<file path="src/hw/pcs_pkg.sv">
// package: constants for the 16-bit card socket signalling block
package pcs_pkg;
	// ----------------------------------------
	// widths
	// ----------------------------------------
	localparam int ADDR_W = 26;
	localparam int DATA_W = 16;
	// ----------------------------------------
	// register offsets (word index on the plain port)
	// ----------------------------------------
	localparam logic [3:0] REG_ADDR   = 4'h0;
	localparam logic [3:0] REG_WDATA  = 4'h1;
	localparam logic [3:0] REG_CMD    = 4'h2;
	localparam logic [3:0] REG_RDATA  = 4'h3;
	localparam logic [3:0] REG_STATUS = 4'h4;
	localparam logic [3:0] REG_IRQ    = 4'h5;
	localparam logic [3:0] REG_MASK   = 4'h6;
	localparam logic [3:0] REG_CARD   = 4'h7;
	// ----------------------------------------
	// command fields
	// ----------------------------------------
	localparam int CMD_KIND_LSB  = 0;
	localparam int CMD_EVEN_BIT  = 2;
	localparam int CMD_ODD_BIT   = 3;
	localparam int CMD_ATTR_BIT  = 4;
	localparam int CMD_IOCARD_BIT = 5;
	localparam logic [1:0] KIND_MEMRD = 2'h0;
	localparam logic [1:0] KIND_MEMWR = 2'h1;
	localparam logic [1:0] KIND_IO_READ_STROBE  = 2'h2;
	localparam logic [1:0] KIND_IO_WRITE_STROBE  = 2'h3;
	// ----------------------------------------
	// interrupt bits
	// ----------------------------------------
	localparam int IRQ_W       = 4;
	localparam int IRQ_DONE    = 0;
	localparam int IRQ_CARDIRQ = 1;
	localparam int IRQ_CARD_STATUS_CHANGE  = 2;
	localparam int IRQ_DETECT  = 3;
	localparam logic [IRQ_W-1:0] MASK_RESET = 4'h0;
	// ----------------------------------------
	// battery codes
	// ----------------------------------------
	localparam logic [1:0] BAT_GOOD = 2'h0;
	localparam logic [1:0] BAT_WARN = 2'h1;
	localparam logic [1:0] BAT_FAIL = 2'h2;
	// ----------------------------------------
	// timing: strobe width of one card cycle
	// ----------------------------------------
	localparam int CLK_NS     = 20;
	localparam int STROBE_NS  = 100;
	localparam int STROBE_CYC = (STROBE_NS + CLK_NS - 1) / CLK_NS;
	// ----------------------------------------
	// states
	// ----------------------------------------
	typedef enum logic [3:0] {
		ST_IDLE   = 4'b0001,
		ST_SETUP  = 4'b0010,
		ST_STROBE = 4'b0100,
		ST_HOLD   = 4'b1000
	} pcs_state_t;
endpackage

</file>
<file path="src/hw/pcs_sync.sv">
// two-flop synchroniser for a group of pin inputs
`timescale 1ns/1ns
`default_nettype none
module pcs_sync #(
	parameter int W = 1
) (
	// clock and reset
	input  wire logic         mclk,
	input  wire logic         nrst,
	// pins and synchronised copy
	input  wire logic [W-1:0] pinIn,
	output logic      [W-1:0] syncOut
);
	logic [W-1:0] meta;

	always_ff @(posedge mclk or negedge nrst) begin
		if (!nrst) begin
			meta    <= '1;
			syncOut <= '1;
		end else begin
			meta    <= pinIn;
			syncOut <= meta;
		end
	end
endmodule
`default_nettype wire

</file>
<file path="src/hw/pcs_socket.sv">
// 16-bit card socket signalling: access sequencer, card status and type sensing
`timescale 1ns/1ns
`default_nettype none
// Functional notes
// - drive 26-bit card address, bit 25 top
// - 16-bit data bus, driven only on writes
// - even and odd byte selects per access
// - space select high common, low attribute/io
// - memory write strobe low during memory write
// - memory read strobe low during memory read
// - io write strobe low during io write
// - io read strobe low during io read
// - wait low stalls cycle completion
// - memory card ready low means busy
// - io card ready is active-low interrupt
// - memory card write-protect reports switch position
// - io card low means 16-bit allowed
// - decode battery good, warning, failed
// - io card battery1 is status change
// - io card battery2 audio to speaker
// - card type from detect and sense
module pcs_socket #(
	parameter int STROBE_CYCLES = pcs_pkg::STROBE_CYC
) (
	// clock and reset
	input  wire logic        mclk,
	input  wire logic        nrst,
	// register port
	input  wire logic [3:0]  regAddr,
	input  wire logic [31:0] regWdata,
	input  wire logic        regWr,
	input  wire logic        regRd,
	output logic      [31:0] regRdata,
	output logic             irq,
	// card address and data
	output logic      [25:0] cardAddr,
	input  wire logic [15:0] cardDataIn,
	output logic      [15:0] cardDataOut,
	output logic             cardDataOe,
	// card strobes, active low
	output logic             evenByteSelect_n,
	output logic             oddByteSelect_n,
	output logic             spaceSelect,
	output logic             memWrite_n,
	output logic             memRead_n,
	output logic             ioWriteStrobe_n,
	output logic             ioReadStrobe_n,
	// card status pins
	input  wire logic        inputAcknowledge_n,
	input  wire logic        wait_n,
	input  wire logic        readyIrq,
	input  wire logic        protectWide,
	input  wire logic        batteryDetect1,
	input  wire logic        batteryDetect2,
	input  wire logic        cardDetect1_n,
	input  wire logic        cardDetect2_n,
	input  wire logic        voltageSense1_n,
	input  wire logic        voltageSense2_n,
	// system audio
	output logic             speakerOutput_n
);
	// ----------------------------------------
	// pin synchronisers
	// ----------------------------------------
	logic [9:0] pinSync;
	pcs_sync #(.W(10)) u_sync (
		.mclk   (mclk),
		.nrst   (nrst),
		.pinIn  ({inputAcknowledge_n, wait_n, readyIrq, protectWide, batteryDetect1,
			batteryDetect2, cardDetect1_n, cardDetect2_n, voltageSense1_n,
			voltageSense2_n}),
		.syncOut(pinSync)
	);
	wire sAck_n   = pinSync[9];
	wire sWait_n  = pinSync[8];
	wire sReady   = pinSync[7];
	wire sProtect = pinSync[6];
	wire sBat1    = pinSync[5];
	wire sBat2    = pinSync[4];
	wire [3:0] sDetect = pinSync[3:0];

	// ----------------------------------------
	// registers and decode
	// ----------------------------------------
	logic [25:0]              addrReg;
	logic [15:0]              wdataReg;
	logic [5:0]               cmdReg;
	logic [15:0]              rdataReg;
	logic [pcs_pkg::IRQ_W-1:0] irqStatus;
	logic [pcs_pkg::IRQ_W-1:0] irqMask;
	logic                     ioCard;
	logic                     ackSeen;
	logic                     prevReady;
	logic                     prevBat1;
	logic [3:0]               prevDetect;
	pcs_pkg::pcs_state_t      state;
	pcs_pkg::pcs_state_t      next_state;
	logic [7:0]               cnt;

	wire wrAddr   = regWr && regAddr == pcs_pkg::REG_ADDR;
	wire wrWdata  = regWr && regAddr == pcs_pkg::REG_WDATA;
	wire wrCmd    = regWr && regAddr == pcs_pkg::REG_CMD;
	wire wrMask   = regWr && regAddr == pcs_pkg::REG_MASK;
	wire rdIrq    = regRd && regAddr == pcs_pkg::REG_IRQ;
	wire idle     = state == pcs_pkg::ST_IDLE;
	wire busy     = !idle;
	// memory card: ready high means it can take a command
	wire memBusy  = !ioCard && !sReady;
	wire startOk  = wrCmd && idle;
	// an accepted command is decoded in its own write cycle, so the pins set up
	// at that edge already carry its selects and data direction, not the last one
	wire [5:0] cmdNext = (startOk && !memBusy) ? regWdata[5:0] : cmdReg;
	wire [1:0] kind = cmdNext[pcs_pkg::CMD_KIND_LSB +: 2];
	wire isWrite  = kind == pcs_pkg::KIND_MEMWR || kind == pcs_pkg::KIND_IO_WRITE_STROBE;
	wire isIo     = kind == pcs_pkg::KIND_IO_READ_STROBE || kind == pcs_pkg::KIND_IO_WRITE_STROBE;

	// io card: ready pin is an active-low interrupt
	wire cardIrqEvt = ioCard && prevReady && !sReady;
	// io card: battery1 is status change, active low
	wire stsChgEvt  = ioCard && prevBat1 && !sBat1;
	wire detectEvt  = sDetect != prevDetect;
	wire strobeEnd  = state == pcs_pkg::ST_STROBE && cnt == 8'h00 && sWait_n;
	wire doneEvt    = state == pcs_pkg::ST_HOLD;
	wire [pcs_pkg::IRQ_W-1:0] events = {detectEvt, stsChgEvt, cardIrqEvt, doneEvt};

	// memory card battery decode: first low fails regardless of second
	wire [1:0] battery = !sBat1 ? pcs_pkg::BAT_FAIL :
		(sBat2 ? pcs_pkg::BAT_GOOD : pcs_pkg::BAT_WARN);
	// memory card switch position; io card wide-access grant
	wire writeProtect = !ioCard && sProtect;
	wire wideIoGrant  = ioCard && !sProtect;
	// card present when both detects low; sense code gives voltage class
	wire cardPresent  = !sDetect[3] && !sDetect[2];
	wire [3:0] cardType = {cardPresent, ioCard, sDetect[1:0]};

	// ----------------------------------------
	// access sequencer
	// ----------------------------------------
	always_comb begin
		next_state = state;
		case (state)
			pcs_pkg::ST_IDLE:   if (wrCmd && !memBusy) next_state = pcs_pkg::ST_SETUP;
			pcs_pkg::ST_SETUP:  next_state = pcs_pkg::ST_STROBE;
			pcs_pkg::ST_STROBE: if (strobeEnd) next_state = pcs_pkg::ST_HOLD;
			pcs_pkg::ST_HOLD:   next_state = pcs_pkg::ST_IDLE;
			default:            next_state = pcs_pkg::ST_IDLE;
		endcase
	end

	always_ff @(posedge mclk or negedge nrst) begin
		if (!nrst) begin
			state <= pcs_pkg::ST_IDLE;
			cnt   <= 8'h00;
		end else begin
			state <= next_state;
			if (state == pcs_pkg::ST_SETUP) begin
				cnt <= 8'(STROBE_CYCLES - 1);
			end else if (cnt != 8'h00) begin
				cnt <= cnt - 8'h01;
			end
		end
	end

	// commands written while busy are dropped; while a memory card is busy only their io-card bit is taken
	always_ff @(posedge mclk or negedge nrst) begin
		if (!nrst) begin
			addrReg  <= 26'h0000000;
			wdataReg <= 16'h0000;
			cmdReg   <= 6'h00;
			irqMask  <= pcs_pkg::MASK_RESET;
			ioCard   <= 1'b0;
		end else begin
			if (wrAddr && idle) addrReg <= regWdata[25:0];
			if (wrWdata && idle) wdataReg <= regWdata[15:0];
			if (startOk && !memBusy) cmdReg <= regWdata[5:0];
			if (startOk) ioCard <= regWdata[pcs_pkg::CMD_IOCARD_BIT];
			if (wrMask) irqMask <= regWdata[pcs_pkg::IRQ_W-1:0];
		end
	end

	// read data and acknowledge capture at end of strobe
	always_ff @(posedge mclk or negedge nrst) begin
		if (!nrst) begin
			rdataReg <= 16'h0000;
			ackSeen  <= 1'b0;
		end else if (strobeEnd) begin
			if (!isWrite) rdataReg <= cardDataIn;
			ackSeen <= kind == pcs_pkg::KIND_IO_READ_STROBE && !sAck_n;
		end
	end

	// sticky status: a set in the read cycle survives the clear
	always_ff @(posedge mclk or negedge nrst) begin
		if (!nrst) begin
			irqStatus  <= '0;
			prevReady  <= 1'b1;
			prevBat1   <= 1'b1;
			prevDetect <= 4'hF;
		end else begin
			irqStatus  <= (rdIrq ? '0 : irqStatus) | events;
			prevReady  <= sReady;
			prevBat1   <= sBat1;
			prevDetect <= sDetect;
		end
	end

	// ----------------------------------------
	// card pins, all from flip-flops
	// ----------------------------------------
	// pins register the next state so they change together with the sequencer
	wire inStrobe = next_state == pcs_pkg::ST_STROBE;
	wire inCycle  = next_state != pcs_pkg::ST_IDLE;
	always_ff @(posedge mclk or negedge nrst) begin
		if (!nrst) begin
			cardAddr         <= 26'h0000000;
			cardDataOut      <= 16'h0000;
			cardDataOe       <= 1'b0;
			evenByteSelect_n <= 1'b1;
			oddByteSelect_n  <= 1'b1;
			spaceSelect      <= 1'b1;
			memWrite_n       <= 1'b1;
			memRead_n        <= 1'b1;
			ioWriteStrobe_n  <= 1'b1;
			ioReadStrobe_n   <= 1'b1;
			speakerOutput_n  <= 1'b1;
		end else begin
			cardAddr         <= addrReg;
			cardDataOut      <= wdataReg;
			cardDataOe       <= inCycle && isWrite;
			evenByteSelect_n <= !(inCycle && cmdNext[pcs_pkg::CMD_EVEN_BIT]);
			oddByteSelect_n  <= !(inCycle && cmdNext[pcs_pkg::CMD_ODD_BIT]);
			spaceSelect      <= !(isIo || cmdNext[pcs_pkg::CMD_ATTR_BIT]);
			// kind decodes to one strobe only, none outside the strobe phase
			memWrite_n       <= !(inStrobe && kind == pcs_pkg::KIND_MEMWR);
			memRead_n        <= !(inStrobe && kind == pcs_pkg::KIND_MEMRD);
			ioWriteStrobe_n  <= !(inStrobe && kind == pcs_pkg::KIND_IO_WRITE_STROBE);
			ioReadStrobe_n   <= !(inStrobe && kind == pcs_pkg::KIND_IO_READ_STROBE);
			speakerOutput_n  <= ioCard ? sBat2 : 1'b1;
		end
	end

	// ----------------------------------------
	// register read and interrupt
	// ----------------------------------------
	logic [31:0] rdMux;
	always_comb begin
		case (regAddr)
			pcs_pkg::REG_ADDR:   rdMux = {6'h00, addrReg};
			pcs_pkg::REG_WDATA:  rdMux = {16'h0000, wdataReg};
			pcs_pkg::REG_CMD:    rdMux = {26'h0000000, cmdReg};
			pcs_pkg::REG_RDATA:  rdMux = {16'h0000, rdataReg};
			pcs_pkg::REG_STATUS: rdMux = {22'h000000, wideIoGrant, writeProtect, battery,
				ackSeen, memBusy, !sReady && ioCard, sBat1, sBat2, busy};
			pcs_pkg::REG_IRQ:    rdMux = {28'h0000000, irqStatus};
			pcs_pkg::REG_MASK:   rdMux = {28'h0000000, irqMask};
			pcs_pkg::REG_CARD:   rdMux = {28'h0000000, cardType};
			default:             rdMux = 32'h00000000;
		endcase
	end

	always_ff @(posedge mclk or negedge nrst) begin
		if (!nrst) begin
			regRdata <= 32'h00000000;
			irq      <= 1'b0;
		end else begin
			regRdata <= regRd ? rdMux : 32'h00000000;
			irq      <= |(irqStatus & irqMask);
		end
	end

	// ----------------------------------------
	// checks
	// ----------------------------------------
	one_strobe_a: assert property (@(posedge mclk) disable iff (!nrst)
		$countones({~memWrite_n, ~memRead_n, ~ioWriteStrobe_n, ~ioReadStrobe_n}) <= 1)
		else $error("more than one card strobe active");
	idle_quiet_a: assert property (@(posedge mclk) disable iff (!nrst)
		$past(idle) && idle |-> memWrite_n && memRead_n && ioWriteStrobe_n && ioReadStrobe_n)
		else $error("strobe active while idle");
	wait_hold_a: assert property (@(posedge mclk) disable iff (!nrst)
		state == pcs_pkg::ST_STROBE && !sWait_n |=> state == pcs_pkg::ST_STROBE)
		else $error("cycle completed during wait");
	mem_write_a: assert property (@(posedge mclk) disable iff (!nrst)
		!memWrite_n |-> cardDataOe)
		else $error("memory write without data drive");
	io_read_a: assert property (@(posedge mclk) disable iff (!nrst)
		!ioReadStrobe_n |-> !cardDataOe && !spaceSelect)
		else $error("io read drives data or selects common space");
	io_write_a: assert property (@(posedge mclk) disable iff (!nrst)
		!ioWriteStrobe_n |-> cardDataOe && !spaceSelect)
		else $error("io write without data or wrong space");
	mem_read_a: assert property (@(posedge mclk) disable iff (!nrst)
		!memRead_n |-> !cardDataOe)
		else $error("memory read drives data");
	busy_block_a: assert property (@(posedge mclk) disable iff (!nrst)
		idle && wrCmd && memBusy |=> idle)
		else $error("access started on busy memory card");
	speaker_a: assert property (@(posedge mclk) disable iff (!nrst)
		ioCard && $stable(ioCard) |=> speakerOutput_n == $past(sBat2))
		else $error("audio not forwarded");
	battery_a: assert property (@(posedge mclk) disable iff (!nrst)
		!sBat1 |-> battery == pcs_pkg::BAT_FAIL)
		else $error("battery fail misdecoded");
	strobe_len_a: assert property (@(posedge mclk) disable iff (!nrst)
		$rose(state == pcs_pkg::ST_STROBE) |-> (state == pcs_pkg::ST_STROBE)[*2])
		else $error("strobe phase too short");
	addr_drive_a: assert property (@(posedge mclk) disable iff (!nrst)
		!evenByteSelect_n || !oddByteSelect_n |-> cardAddr == addrReg)
		else $error("card address differs from programmed address");
	data_drive_a: assert property (@(posedge mclk) disable iff (!nrst)
		cardDataOe |-> cardDataOut == wdataReg)
		else $error("driven data differs from programmed data");
	byte_select_a: assert property (@(posedge mclk) disable iff (!nrst)
		!memWrite_n || !memRead_n || !ioWriteStrobe_n || !ioReadStrobe_n |->
		evenByteSelect_n == !cmdReg[pcs_pkg::CMD_EVEN_BIT] &&
		oddByteSelect_n == !cmdReg[pcs_pkg::CMD_ODD_BIT])
		else $error("byte selects differ from command");
	space_mem_a: assert property (@(posedge mclk) disable iff (!nrst)
		!memWrite_n || !memRead_n |-> spaceSelect == !cmdReg[pcs_pkg::CMD_ATTR_BIT])
		else $error("memory space select wrong");
	hold_release_a: assert property (@(posedge mclk) disable iff (!nrst)
		state == pcs_pkg::ST_HOLD |-> memWrite_n && memRead_n && ioWriteStrobe_n &&
		ioReadStrobe_n)
		else $error("strobe still active in hold phase");
	ready_irq_a: assert property (@(posedge mclk) disable iff (!nrst)
		cardIrqEvt |=> irqStatus[pcs_pkg::IRQ_CARDIRQ])
		else $error("card interrupt not recorded");
	status_change_a: assert property (@(posedge mclk) disable iff (!nrst)
		stsChgEvt |=> irqStatus[pcs_pkg::IRQ_CARD_STATUS_CHANGE])
		else $error("status change not recorded");
	detect_evt_a: assert property (@(posedge mclk) disable iff (!nrst)
		detectEvt |=> irqStatus[pcs_pkg::IRQ_DETECT])
		else $error("detect change not recorded");
	speaker_mem_a: assert property (@(posedge mclk) disable iff (!nrst)
		!$past(ioCard) |-> speakerOutput_n)
		else $error("speaker active for memory card");

	mem_rd_c: cover property (@(posedge mclk) !memRead_n ##[1:20] doneEvt);
	io_wr_c:  cover property (@(posedge mclk) !ioWriteStrobe_n ##[1:20] doneEvt);
	wait_c:   cover property (@(posedge mclk) !sWait_n && state == pcs_pkg::ST_STROBE);
	irq_c:    cover property (@(posedge mclk) cardIrqEvt ##2 irq);
	ack_c:    cover property (@(posedge mclk) strobeEnd && kind == pcs_pkg::KIND_IO_READ_STROBE && !sAck_n);
endmodule
`default_nettype wire

</file>
<file path="config.mk">
export PLATFORM = sky130hd
export DESIGN_NAME = pcs_socket
export DESIGN_NICKNAME = d
export VERILOG_FILES = /design/src/hw/pcs_pkg.sv /design/src/hw/pcs_sync.sv /design/src/hw/pcs_socket.sv
export SDC_FILE = /design/constraint.sdc
export NUM_CORES = 1
export LEC_CHECK = 0
export BUFFER_PORTS_ARGS = -buffer_cell sky130_fd_sc_hd__buf_2
export CAP_MARGIN = 15
export CORE_MARGIN = 3
export CORE_UTILIZATION = 23
export DETAILED_ROUTE_END_ITERATION = 10
export GPL_TIMING_DRIVEN = 0
export SLEW_MARGIN = 20
export SYNTH_ARGS = -nofsm -noshare
export SYNTH_HDL_FRONTEND = slang
export SYNTH_SLANG_ARGS = --single-unit
</file>
<file path="constraint.sdc">
create_clock -name mclk -period 2.6 [get_ports mclk]
set_clock_uncertainty 0.1 [all_clocks]
set_input_delay 0.65 -clock mclk [delete_from_list [all_inputs] [get_ports mclk]]
set_output_delay 0.65 -clock mclk [all_outputs]
set_load 0.02 [all_outputs]
</file>
# Word level (Yosys, flattened, before mapping)
# Index checks and enable logic that the tools add are counted.
# Widths: inputs -> output; s select.
dict set report classes {
  bitwise_logic 3
  eq_ne 17
  reduce_logical 55
  muxes 12
  add_sub_neg 1
}
# operator n
set op_table {}
lappend op_table {{$pmux 26 s8} 1}
lappend op_table {{$mux 32} 1}
lappend op_table {{$logic_and 1x1->1} 29}
lappend op_table {{$eq 4x3->1 const B} 6}
lappend op_table {{$logic_not 1->1} 16}
lappend op_table {{$mux 8} 2}
lappend op_table {{$eq 4x2->1 const B} 3}
lappend op_table {{$mux 4} 3}
lappend op_table {{$pmux 4 s3} 1}
lappend op_table {{$eq 4x1->1 const B} 2}
lappend op_table {{$logic_not 8->1} 1}
lappend op_table {{$reduce_bool 8->1} 1}
lappend op_table {{$sub 8x1->8 const B} 1}
lappend op_table {{$mux 5} 1}
lappend op_table {{$and 4x4->4} 1}
lappend op_table {{$eq 2x2->1 const B} 2}
lappend op_table {{$eq 4x4->1 const B} 1}
lappend op_table {{$logic_not 4->1} 1}
lappend op_table {{$ne 4x1->1 const B} 1}
lappend op_table {{$ne 4x4->1} 1}
lappend op_table {{$or 4x4->4} 1}
lappend op_table {{$reduce_or 4->1} 1}
lappend op_table {{$logic_or 1x1->1} 3}
lappend op_table {{$eq 2x1->1 const B} 1}
lappend op_table {{6 further kinds} 7}
dict set report totals {
  input_bits 66
  elab_cells 117
  output_inout_bits 84
  regBits 196
}

# Logic depth before layout (Yosys ltp)
# Gate-level depths: netlist of the first run.
dict set report logic_depth {
  ltp_word 9
  depth_mapped 8
  mapped_depth_nobuf 6
}

# Cells and area by module
# A second synthesis of the first run with hierarchy kept.
dict set report hier_totals {
  cells_unflattened 478
  hier_area_um2 7081.8
}
# mod area_per_inst_um2 instances cells_each seq_area_each_um2
set modules_own_cells {}
lappend modules_own_cells {pcs_socket 6556.3 1 458 4272.8}
lappend modules_own_cells {pcs_sync 525.5 1 20 525.5}

# Worst setup path after synthesis of the first run
# Ideal clock, no wire load.
dict set report synth_path {
  path_kind {input to register}
  from {in regAddr[1]}
  to {reg rdataReg[10]}
  n_path_buf 4
  t_required_ps 2375
  stages 8
  path_slack_ps 325
  t_arrival_ps 2050
  path_cell_list {buf_4 nor2b_1 clkbuf_1 o2111ai_2 a21o_1 buf_6 buf_6 mux2_4}
}
dict set report synth_via {
  elab_chain_cells 9
  word_cells_on_any_way 10
  classes_between {eq/ne (3); mux (1); bitwise (1); reduce/logical (5)}
}
# element line
set synth_lines {}
lappend synth_lines {{from (decl)} pcs_socket.sv:29} ;# input wire logic [3:0] regAddr,
lappend synth_lines {{$eq 4x2->1 (*)} pcs_socket.sv:102} ;# wire wrCmd = regWr && regAddr == pcs_pkg::REG_CMD;
lappend synth_lines {{$logic_and 1x1->1 (*)} pcs_socket.sv:102}
lappend synth_lines {{$logic_and 1x1->1 (*)} pcs_socket.sv:109} ;# wire startOk = wrCmd && idle;
lappend synth_lines {{$logic_and 1x1->1 (*)} pcs_socket.sv:112} ;# wire [5:0] cmdNext = (startOk && !memBusy) ? regWdata[5:0] : cmdReg;
lappend synth_lines {{$mux 5 (*)} n/a}
lappend synth_lines {{$eq 2x1->1 / $eq 2x2->1 (equally long branches)} pcs_socket.sv:114} ;# wire isWrite = kind == pcs_pkg::KIND_MEMWR || kind == pcs_pkg::KIND_IO_WRITE_STROBE;
lappend synth_lines {{$logic_or 1x1->1 (*)} pcs_socket.sv:114}
lappend synth_lines {{$not 1->1 (no source line) (*)} n/a}
lappend synth_lines {{$reduce_and 2->1 (no source line) (*)} n/a}
lappend synth_lines {{to (signal assigned)} pcs_socket.sv:187} ;# if (!isWrite) rdataReg <= cardDataIn;
lappend synth_lines {{to (decl)} pcs_socket.sv:88} ;# logic [15:0] rdataReg;
# Every way passes the cells marked *; elsewhere a longest branch is shown, timed or not.
# A chain may end at the register's enable or synchronous reset.

# Worst setup path in the final report of the first run
dict set report layout_path {
  from {reg cnt[0]}
  to {reg rdataReg[5]}
}
dict set report layout_via {
  elab_chain_cells 4
}
# element line
set layout_lines {}
lappend layout_lines {{from (decl)} pcs_socket.sv:98} ;# logic [7:0] cnt;
lappend layout_lines {{from (signal assigned)} pcs_socket.sv:157} ;# cnt <= 8'(STROBE_CYCLES - 1);
lappend layout_lines {{from (signal assigned)} pcs_socket.sv:159} ;# cnt <= cnt - 8'h01;
lappend layout_lines {{$logic_not 8->1} pcs_socket.sv:122} ;# wire strobeEnd = state == pcs_pkg::ST_STROBE && cnt == 8'h00 && sWait_n;
lappend layout_lines {{$logic_and 1x1->1 (2 in series)} pcs_socket.sv:122}
lappend layout_lines {{$reduce_and 2->1 (no source line)} n/a}
# No other way between the ends.

==> qor.csv, run 1 <==
stage,metric,value,unit
routing,drcViolationCount,0,
grt,grt_usage,11.3,%
clocking,clk_pin_slew_worst_paths,70,ps
routing,totalWireLength,18300,um
synthesis,synth-seq-cells,190,
setup_path,critPathLaunchType,register,
setup_path,crit_top_cell,buf_6,
hold_path,hold_path_class,input pin to register,
clocking,clk_latency,440,ps
finish,fin_cells,1072,
setup_path,path_delay_family,simple AND/OR/NAND/NOR gates,
clocking,h-tree-depth,4,
pwr,ir_drop,0.000513,V
synthesis,synthDistinctLibCells,53,
routing,via_per_inst,4.16,
pwr,p_int,0.00527,W
routing,drt_iter0_drc,282,
timing,fin_crit,2420,ps
floorplanning,dieArea,33300,sq um
pwr,switching_share,30.1,%
synthesis,yosysSeqAreaShare,66.9,%
setup_path,max_stage_delay,490,ps
flow_run,drv_cap,0,
timing,fmax,0.413,GHz
timing,setup_viol,0,
timing,fin_setup_tns,0,ps
clocking,clockBufferDepth,2,
clocking,cts.sinks,190,
outcome,status,"complete, no violations",
synthesis,ys_async_sr_fraction,100,%
floorplanning,boundaryPins,150,
setup_path,path_max_fanout,10,
setup_path,cp.arrival,2630,ps
routing,first_pass_iters,4,
setup_path,crit_required,2810,ps
floorplanning,die_y,183,um
floorplanning,core,30700,sq um
floorplanning,num_rows,64,
routing,routedWlPerCell,17.1,um
finish,area_growth,25.5,%
routing,vias,4462,
timing,slew_violations,0,
place,dp.cells,1038,
place,port_buffers,134,
clocking,root_buffer,clkbuf_16,
pwr,clockPowerShare,33.6,%
setup_path,worstPathCellList,inv_1 -> ha_1 -> nor4bb_1 -> nand3_1 -> a21o_1 -> buf_6 -> buf_6 -> mux2_4,
grt,grt-ovfl-total,0,
pwr,power_density,837,nW/um^2
setup_path,crit_slowest_cell,nor4bb_1,
pwr,power.share.sequential,50.0,%
timing,tightest_slew,908,ps
synthesis,syn_area,7170,sq um
place,dp_hpwl,13400,um
grt,grt_max_degree,96,
timing,period_share,93.1,%
timing,grt_setup_unrepaired,false,
timing,hold_viol,0,
clocking,cts_buffers,17,
grt,antenna_found_initial,3,
synthesis,synth_edf_count,0,
synthesis,yosys_warnings,0,
synthesis,synth_flop_cell,dfrtp_1,
pwr,pwr-share-comb,16.5,%
synthesis,syn_area_per_cell,14.3,sq um
timing,relSlewSlack,39.0,%
floorplanning,dieWidth,183,um
place,gp_congestion,0.816,
setup_path,worst-setup-path-type,register to register,
pwr,switchingPower,0.00227,W
pwr,leakagePower,4.21,nW
setup_path,end_kind,register,
finish,final_nets,730,
synthesis,synthCells,501,
finish,final_layout_size_suffix_gt1_share,44.4,%
routing,drtAntennaViolNets,0,
setup_path,crit_buf_inv,3,
grt,grt_pass1_vias,4694,
clocking,postCtsSetupBuffers,0,
clocking,cts_tree,built,
grt,grt_pass1_wl,28300,um
floorplanning,start_util,23.4,%
-- worst paths after layout --
kind | end | depth (start not counted) | slack (ps) | start
max reg2reg | rdataReg[5]$_DFFE_PN0P_ | 8 | 180 | cnt[0]$_DFFE_PN0P_
min | u_sync.meta[7]$_DFF_PN1_ | 1 | 210 | readyIrq
min reg2reg | u_sync.syncOut[8]$_DFF_PN1_ | 0 | 260 | u_sync.meta[8]$_DFF_PN1_
max | rdataReg[5]$_DFFE_PN0P_ | 8 | 180 | cnt[0]$_DFFE_PN0P_
min in group asynchronous | irq$_DFF_PN0_ | 2 | 550 | nrst
max in group asynchronous | wdataReg[13]$_DFFE_PN0P_ | 4 | 780 | nrst
-- per-layer routing --
metal	track usage (%)	up-vias	part of all wire [%]
li1	-	2079	-
met1	14.5	2222	43
met2	18.6	131	49
met3	2.91	26	5.7
met4	3.47	4	2.1
met5	0	-	0.11
-- layout make-up --
class | count | area [sq um]
Antenna cell | 1 | 2.50
Buffer | 31 | 163
Clock buffer | 18 | 429
Clock inverter | 14 | 136
Fill cell | 3131 | 21700
Inverter | 8 | 30.0
Multi-Input combinational cell | 277 | 2200
Sequential cell | 190 | 4800
Tap cell | 396 | 495
Timing Repair Buffer | 137 | 746
-- power groups by stage --
stage / Sequential [W] / Clock, W / Combinational, W
after floorplan: 0.00395 / 0 / 0.000586
after global placement: 0.00381 / 0 / 0.00123
after detailed placement: 0.00382 / 0 / 0.00126
after CTS: 0.00377 / 0.00264 / 0.00127
after global routing: 0.00383 / 0.00276 / 0.00138
final: 0.00377 / 0.00253 / 0.00124
-- what timing repair did --
| item | 4_1_cts | 5_1_grt |
|---|---|---|
| endpoints found under the hold margin | 15 | 0 |
| gates resized for setup | 0 | 0 |
| hold buffers | 1 | 0 |
-- layout by cell type, fill, tap and decap left out, types with 6 or more instances in the layout --
master / count
dfrtp_1: 155
clkbuf_1: 15
clkbuf_16: 17
a22o_1: 9
conb_1: 6
a22oi_1: 12
o21ai_0: 10
and3_1: 12
nor2_1: 25
inv_1: 8
nand3_1: 8
buf_2: 137
mux2i_1: 7
nor2b_1: 6
nor3b_1: 9
buf_4: 7
nand2b_1: 7
mux2_2: 66
xor2_1: 8
inv_6: 7
mux2_4: 10
nor3_1: 7
nand2_1: 28
a21oi_1: 7
dfstp_2: 35
-- logic make-up after synthesis --
logic type	Yosys count	share of synthesized area [%]
flops	190	66.9
simple gates	119	9.19
mux	85	14.1
compound gates	56	5.69
buf+inv	39	2.69
xor+xnor	9	1.10
fa+ha+maj	2	0.349
other cells	1	0.0523
-- registers in the layout, indices dropped and copies added, names as in the netlist, 4 cells and up --
name / count
rdataReg: 16
irqMask: 4
irqStatus: 4
wdataReg: 16
addrReg: 26
prevDetect: 4
u_sync.meta: 10
cardDataOut: 16
cnt: 8
u_sync.syncOut: 10
regRdata: 26
cardAddr: 26
state: 4
cmdReg: 6
-- synth_stat cells (3+ instances only) --
cell	instances	area [sq um]
dfstp_2	35	920
xor2_1	8	70.1
nand3_1	8	40.0
a22o_1	9	78.8
a21oi_1	7	35.0
mux2_2	66	743
mux2_4	10	150
clkbuf_1	14	52.6
dfrtp_1	155	3880
o21ai_0	10	50.1
buf_1	4	15.0
nor3_1	7	35.0
mux2i_1	7	70.1
nor3b_1	9	67.6
inv_1	8	30.0
a22oi_1	12	90.1
nor2b_1	6	37.5
buf_2	4	20.0
nand2_1	28	105
a211oi_1	3	22.5
buf_4	7	52.6
and3_1	12	75.1
nand2b_1	7	43.8
nor2_1	25	93.8
-- metrics by stage --
stage,util [%],area (sq um),power [W],setup WS [ps],hold WS (ps)
2_1_floorplan,-,7190,0.00453,325,245
3_3_place_gp,27.3,8360,0.00504,-2370,248
3_5_place_dp,27.5,8420,0.00508,-290,247
4_1_cts,29.3,9000,0.00768,154,184
5_1_grt,29.4,9000,0.00797,68.1,186
6_report,29.4,9000,0.00754,179,212
No activity file was read; power rests on OpenSTA's default activity.
==> run 2, diff against run 1 <==
--- a/config.mk
+++ b/config.mk
@@ -8,9 +8,10 @@
 export BUFFER_PORTS_ARGS = -buffer_cell sky130_fd_sc_hd__buf_2
 export CAP_MARGIN = 15
 export CORE_MARGIN = 3
-export CORE_UTILIZATION = 23
+export CORE_UTILIZATION = 54
 export DETAILED_ROUTE_END_ITERATION = 10
 export GPL_TIMING_DRIVEN = 0
+export PLACE_DENSITY = 0.79
 export SLEW_MARGIN = 20
 export SYNTH_ARGS = -nofsm -noshare
 export SYNTH_HDL_FRONTEND = slang
==> run 2 against run 1 <==
  * Fmax rose by 1.5%
  * Critical path depth fell by 3
  * Design area fell by 3.3%
  * Highest routed layer is now met4
  * Largest power group unchanged
  * First-iteration DRC count rose by 44%
  * Worst setup slack improved by 36 ps
  * Register-to-register slack improved by 50 ps
  * Core utilization rose by 39 points
==> qor.csv, run 2 (synthesis gave the netlist of run 1 again) <==
stage,metric,value,unit,change
floorplanning,boundaryPins,150,,unchanged
timing,relSlewSlack,44.8,%,was 39.0%
finish,reg_top3,"addrReg: 26 flops, cardAddr: 26 flops, regRdata: 26 flops",,unchanged
outcome,status,"complete, no violations",,unchanged
grt,grt_usage,22.3,%,was 11.3%
setup_path,max_stage_delay,590,ps,was 490 ps
finish,final_layout_size_suffix_gt1_share,44.3,%,was 44.4%
clocking,clk_pin_slew_worst_paths,70,ps,about the same
grt,antenna_found_initial,0,,was 3
setup_path,path_max_fanout,10,,unchanged
grt,grt-ovfl-total,0,,unchanged
floorplanning,start_util,55.9,%,was 23.4%
setup_path,crit_required,2810,ps,about the same
clocking,postCtsSetupBuffers,0,,unchanged
routing,drcViolationCount,0,,unchanged
pwr,p_int,0.00546,W,was 0.00527 W
pwr,leakagePower,4.20,nW,was 4.21 nW
timing,period_share,91.7,%,was 93.1%
pwr,switchingPower,0.00211,W,was 0.00227 W
grt,grt_pass1_vias,4791,,was 4694
timing,grt_setup_unrepaired,false,,unchanged
finish,fillers,920,,was 3131
pwr,ir_drop,0.000614,V,was 0.000513 V
pwr,power.share.sequential,49.8,%,was 50.0%
routing,drt_iter0_drc,405,,was 282
setup_path,crit_slowest_cell,nor4_2,,was nor4bb_1
clocking,clk_latency,430,ps,was 440 ps
clocking,cts_tree,built,,unchanged
clocking,root_buffer,clkbuf_16,,unchanged
timing,hold_viol,0,,unchanged
timing,fin_hold_ws,71.4,ps,was 212 ps
flow_run,drv_cap,0,,unchanged
timing,fmax,0.419,GHz,was 0.413 GHz
routing,drtAntennaViolNets,0,,unchanged
timing,fin_crit,2390,ps,was 2420 ps
clocking,cts_resized,0,,unchanged
finish,ff_latch_area,4800,sq um,unchanged
hold_path,hold_path_class,input pin to asynchronous set/reset pin,,was input pin to register
pwr,total_power,0.00757,W,was 0.00754 W
floorplanning,num_rows,41,,was 64
timing,slew_violations,0,,unchanged
pwr,pwr-share-comb,16.3,%,was 16.5%
finish,area_growth,21.4,%,was 25.5%
setup_path,worst-setup-path-type,input pin to register,,was register to register
floorplanning,dieWidth,121,um,was 183 um
finish,multi_input_area,2200,sq um,unchanged
routing,first_pass_iters,5,,was 4
routing,routedWlPerCell,18.4,um,was 17.1 um
grt,grt_max_degree,111,,was 96
clocking,clockBufferDepth,2,,unchanged
setup_path,end_kind,register,,unchanged
place,port_buffers,134,,unchanged
finish,diodes,0,,was 1
setup_path,critPathLaunchType,input pin,,was register
floorplanning,dieArea,14700,sq um,was 33300 sq um
finish,final_cell_mix,"dfrtp_1 (155), buf_2 (137), mux2_2 (66)",,unchanged
clocking,hold_buffers,0,,was 1
floorplanning,die_y,121,um,was 183 um
clocking,cts.sinks,190,,unchanged
grt,grt_pass1_wl,24700,um,was 28300 um
timing,setup_viol,0,,unchanged
routing,totalWireLength,15600,um,was 18300 um
clocking,cts_buffers,17,,unchanged
pwr,switching_share,27.8,%,was 30.1%
pwr,clockPowerShare,34.0,%,was 33.6%
place,gp_congestion,0.932,,was 0.816
place,dp_hpwl,11000,um,was 13400 um
pwr,power_density,870,nW/um^2,was 837 nW/um^2
setup_path,path_delay_family,simple AND/OR/NAND/NOR gates,,unchanged
setup_path,crit_buf_inv,2,,was 3
floorplanning,core,12800,sq um,was 30700 sq um
setup_path,worstPathCellList,clkbuf_1 -> nor4_2 -> nand3_2 -> buf_1 -> mux2_2,,was inv_1 -> ha_1 -> nor4bb_1 -> nand3_1 -> a21o_1 -> buf_6 -> buf_6 -> mux2_4
finish,final_nets,728,,was 730
timing,tightest_slew,822,ps,was 908 ps
routing,via_per_inst,5.34,,was 4.16
routing,vias,4511,,was 4462
clocking,h-tree-depth,4,,unchanged
setup_path,cp.arrival,2600,ps,was 2630 ps
finish,final_common_cell,dfrtp_1,,unchanged
## run 2: cell types whose count changed in the layout (fill, tap and decap cells not counted), moves of 2 or more
cell / delta
bufinv_16: +2
clkinv_2: +2
inv_8: -3
clkbuf_8: +2
inv_6: -4
## run 2: path summary, 6_finish.rpt
path,from,end,slack (ps),cells after the start
max,regAddr[3],addrReg[15]$_DFFE_PN0P_,210,5
min,nrst,cnt[4]$_DFFE_PN0P_,70,1
max reg2reg,state[0]$_DFF_PN1_,wdataReg[8]$_DFFE_PN0P_,230,4
min reg2reg,u_sync.meta[2]$_DFF_PN1_,u_sync.syncOut[2]$_DFF_PN1_,250,0
max in group asynchronous,nrst,cardAddr[13]$_DFF_PN0_,1430,2
min in group mclk,inputAcknowledge_n,u_sync.meta[9]$_DFF_PN1_,210,1
## run 2: layout make-up
class                           instances  share of cell area [%]
Sequential cell                       190                    55.1
Clock buffer                           20                    5.25
Clock inverter                         12                    1.54
Multi-Input combinational cell        277                    25.3
Inverter                                8                   0.345
Buffer                                 31                    1.87
Timing Repair Buffer                  135                    8.13
Tap cell                              172                    2.47
## run 2: per-stage QoR
stage | instance area [sq um] | util (%) | setup TNS, ps | worst slack [ps] | instances
final | 8710 | 67.9 | 0 | 215 | 845
after global placement | 8080 | 63.0 | -329000 | -1910 | 812
after detailed placement | 8120 | 63.3 | -4530 | -226 | 813
after floorplan | 7190 | - | 0 | 325 | 506
after CTS | 8710 | 67.9 | 0 | 221 | 845
after global routing | 8710 | 67.9 | 0 | 52.2 | 845
## run 2: power groups by stage
stage | Combinational, W | Sequential, W | Clock, W
finish | 0.00123 | 0.00377 | 0.00257
CTS | 0.00125 | 0.00377 | 0.00261
global placement | 0.00119 | 0.00378 | 0
detailed placement | 0.00124 | 0.00382 | 0
floorplan | 0.000586 | 0.00395 | 0
global route | 0.00136 | 0.00382 | 0.00276
## run 2: worst register-to-register path, cell delays in order (launching register included)
cell     delay (ps)
dfstp_2         590
nor4b_4         420
nand3_1         460
buf_2           370
mux2_2          310
## run 2: per-layer routing
layer  GRT usage, %  up-vias  share of wire (%)
met5              0        -                  0
met3           5.55       31                5.4
li1               -     2070                  -
met1           28.0     2257                 41
met2           37.6      153                 52
met4           8.47        0                2.0
==> run 3, diff against run 2 <==
--- a/config.mk
+++ b/config.mk
@@ -8,10 +8,10 @@
 export BUFFER_PORTS_ARGS = -buffer_cell sky130_fd_sc_hd__buf_2
 export CAP_MARGIN = 15
 export CORE_MARGIN = 3
-export CORE_UTILIZATION = 54
+export CORE_UTILIZATION = 49
 export DETAILED_ROUTE_END_ITERATION = 10
 export GPL_TIMING_DRIVEN = 0
-export PLACE_DENSITY = 0.79
+export PLACE_DENSITY = 0.76
 export SLEW_MARGIN = 20
 export SYNTH_ARGS = -nofsm -noshare
 export SYNTH_HDL_FRONTEND = slang
==> constraint.sdc (replaced) <==
create_clock -name mclk -period 1.9 [get_ports mclk]
set_clock_uncertainty 0.1 [all_clocks]
set_input_delay 0.475 -clock mclk [delete_from_list [all_inputs] [get_ports mclk]]
set_output_delay 0.475 -clock mclk [all_outputs]
set_load 0.02 [all_outputs]
==> run 3 against run 2 <==
  * The flow now finishes with violations (negative setup slack)
  * Sequential power rose by 38%
  * Power grew 39%
  * Worst hold slack worse by 34 ps
  * First-iteration DRC count fell by 25%
  * Non-clock buffer count is 21 higher
  * Global-route usage decreased by 1.5 points
  * Core utilization shrank 3.0 points
  * Critical path depth grew 1
  * Die area grew 9.7%
  * Register-to-register slack worse by 370 ps
  * Clock power up 38%
  * Design area up 5.0%
  * Highest routed layer unchanged
  * Largest power group unchanged
==> qor.csv, run 3 (synthesis gave the netlist of run 1 again) <==
stage,metric,value,unit,change
floorplanning,num_rows,43,,was 41
pwr,leakagePower,4.38,nW,was 4.20 nW
clocking,cts.sinks,190,,unchanged
setup_path,path_max_fanout,5,,was 10
outcome,violations,negative setup slack,,
finish,finalInstanceArea,9140,sq um,was 8710 sq um
clocking,clk_latency,430,ps,about the same
finish,final_common_cell,dfrtp_1,,unchanged
setup_path,critPathLaunchType,register,,was input pin
grt,antenna_found_initial,0,,unchanged
clocking,cts_tree,built,,unchanged
clocking,root_buffer,clkbuf_16,,unchanged
clocking,clk_pin_slew_worst_paths,70,ps,about the same
grt,grt_max_degree,112,,was 111
floorplanning,dieArea,16100,sq um,was 14700 sq um
finish,reg_top3,"addrReg: 26 flops, cardAddr: 26 flops, regRdata: 26 flops",,unchanged
timing,fmax,0.491,GHz,
routing,drt_iter0_drc,305,,was 405
finish,final_cell_mix,"dfrtp_1 (155), buf_2 (136), mux2_2 (66)",,"was dfrtp_1 (155), buf_2 (137), mux2_2 (66)"
floorplanning,core,14100,sq um,was 12800 sq um
setup_path,worst-setup-path-type,register to register,,was input pin to register
finish,area_growth,27.5,%,was 21.4%
place,dp.cells,821,,was 813
pwr,power_density,1150,nW/um^2,was 870 nW/um^2
timing,setup_viol,57,,was 0
floorplanning,boundaryPins,150,,unchanged
grt,grt-ovfl-total,0,,unchanged
setup_path,rr_endpoint,rdataReg[5]$_DFFE_PN0P_,,was wdataReg[8]$_DFFE_PN0P_
place,port_buffers,134,,unchanged
place,pre_cts_slack,-549,ps,was -226 ps
timing,grt_setup_unrepaired,true,,was false
setup_path,cp-startpoint,state[0]$_DFF_PN1_,,was regAddr[3]
routing,vias,4775,,was 4511
setup_path,timing.rr.start,state[0]$_DFF_PN1_,,unchanged
timing,fin_crit,2040,ps,
routing,totalWireLength,16800,um,was 15600 um
place,dp_hpwl,11100,um,was 11000 um
finish,final_nets,750,,was 728
setup_path,cp.arrival,2250,ps,was 2600 ps
routing,drcViolationCount,0,,unchanged
clocking,clockBufferDepth,2,,unchanged
clocking,cts_buffers,17,,unchanged
floorplanning,dieWidth,127,um,was 121 um
clocking,h-tree-depth,4,,unchanged
pwr,total_power,0.0105,W,was 0.00757 W
setup_path,reg2reg_slack,-140,ps,was 230 ps
hold_path,min_path_cells,1,,
setup_path,crit_required,2110,ps,was 2810 ps
setup_path,end_kind,register,,unchanged
grt,grt_pass1_vias,4894,,was 4791
outcome,status,"complete, but fails checks",,"was complete, no violations"
floorplanning,die_y,127,um,was 121 um
routing,drtAntennaViolNets,0,,unchanged
floorplanning,start_util,50.9,%,was 55.9%
setup_path,reg2reg_depth,6,,was 4
pwr,ir_drop,0.000657,V,was 0.000614 V
finish,final_layout_size_suffix_gt1_share,49.1,%,was 44.3%
place,placed_area,8160,sq um,was 8120 sq um
routing,routedWlPerCell,19.3,um,was 18.4 um
timing,setup_ws,-137,ps,was 215 ps
routing,first_pass_iters,5,,unchanged
routing,via_per_inst,5.46,,was 5.34
timing,hold_viol,0,,unchanged
place,gp_congestion,0.882,,was 0.932
timing,relSlewSlack,58.2,%,was 44.8%
finish,diodes,0,,unchanged
grt,grt_pass1_wl,25800,um,was 24700 um
timing,tightest_slew,623,ps,was 822 ps
grt,grt_usage,20.8,%,was 22.3%
timing,slew_violations,0,,unchanged
finish,fin_cells,875,,was 845
timing,period_share,107,%,
hold_path,hold_path_class,input pin to register,,was input pin to asynchronous set/reset pin
flow_run,drv_cap,0,,unchanged
setup_path,cp-endpoint,rdataReg[5]$_DFFE_PN0P_,,was addrReg[15]$_DFFE_PN0P_
==> run 3: changes by cell type in the layout (fill, tap and decap cells not counted), moves of 4 or more <==
cell / previous run / this run
clkbuf_1: 15 / 11
o21ai_1: 0 / 4
buf_6: 2 / 6
o21ai_0: 10 / 6
buf_4: 7 / 19
clkbuf_2: 0 / 4
==> run 3: area by class of cell <==
cell class | instances | area, sq um
tap | 180 | 225
inverter | 8 | 33.8
fill | 1015 | 4950
clock inverter | 11 | 130
timing repair buffer | 157 | 967
multi-input combinational | 278 | 2310
buffer | 30 | 216
sequential | 190 | 4800
clock buffer | 21 | 460
==> run 3: worst min-delay path by stage <==
stage / start / to
2_1_floorplan: nrst / ackSeen$_DFFE_PN0P_
6_report: wait_n / u_sync.meta[8]$_DFF_PN1_
4_1_cts: wait_n / u_sync.meta[8]$_DFF_PN1_
3_3_place_gp: u_sync.meta[8]$_DFF_PN1_ / u_sync.syncOut[8]$_DFF_PN1_
5_1_grt: batteryDetect1 / u_sync.meta[5]$_DFF_PN1_
3_5_place_dp: u_sync.meta[0]$_DFF_PN1_ / u_sync.syncOut[0]$_DFF_PN1_
==> run 3: repair_timing <==
action,4_1_cts,5_1_grt
gates cloned,1,3
pin swaps,5,4
setup endpoints to repair,68,60
hold buffers,1,0
hold endpoints to repair,51,0
setup buffers,7,11
resized for setup,23,17
==> run 3: power by group <==
part	total [W]	leakage [nW]	internal, W	switching (W)
Combinational	0.00178	1.79	0.000783	0.000998
Sequential	0.00521	2.30	0.00472	0.000485
Clock	0.00355	0.289	0.00203	0.00152
==> run 3: stage by stage <==
stage          setup TNS [ps]  hold WS (ps)  util [%]
2_1_floorplan           -1120          79.4         -
3_3_place_gp          -449750           247      57.6
3_5_place_dp           -24710           247      57.9
4_1_cts                 -3150          21.8      63.3
5_1_grt                 -8830          24.6      64.9
6_report                -6080          37.0      64.9
==> run 3: routing by layer <==
layer | vias up | share of wire (%) | global-route usage, %
met5 | - | 0 | 0
met4 | 0 | 1.8 | 8.45
met3 | 26 | 6.4 | 5.06
met2 | 187 | 53 | 35.1
met1 | 2450 | 39 | 25.8
li1 | 2112 | - | -
==> run 3: critical path: stages (launching register included) <==
cell	delay, ps
dfstp_2	550
nor4b_4	290
o2111ai_2	200
a21o_1	210
buf_6	140
buf_12	140
mux2_4	290
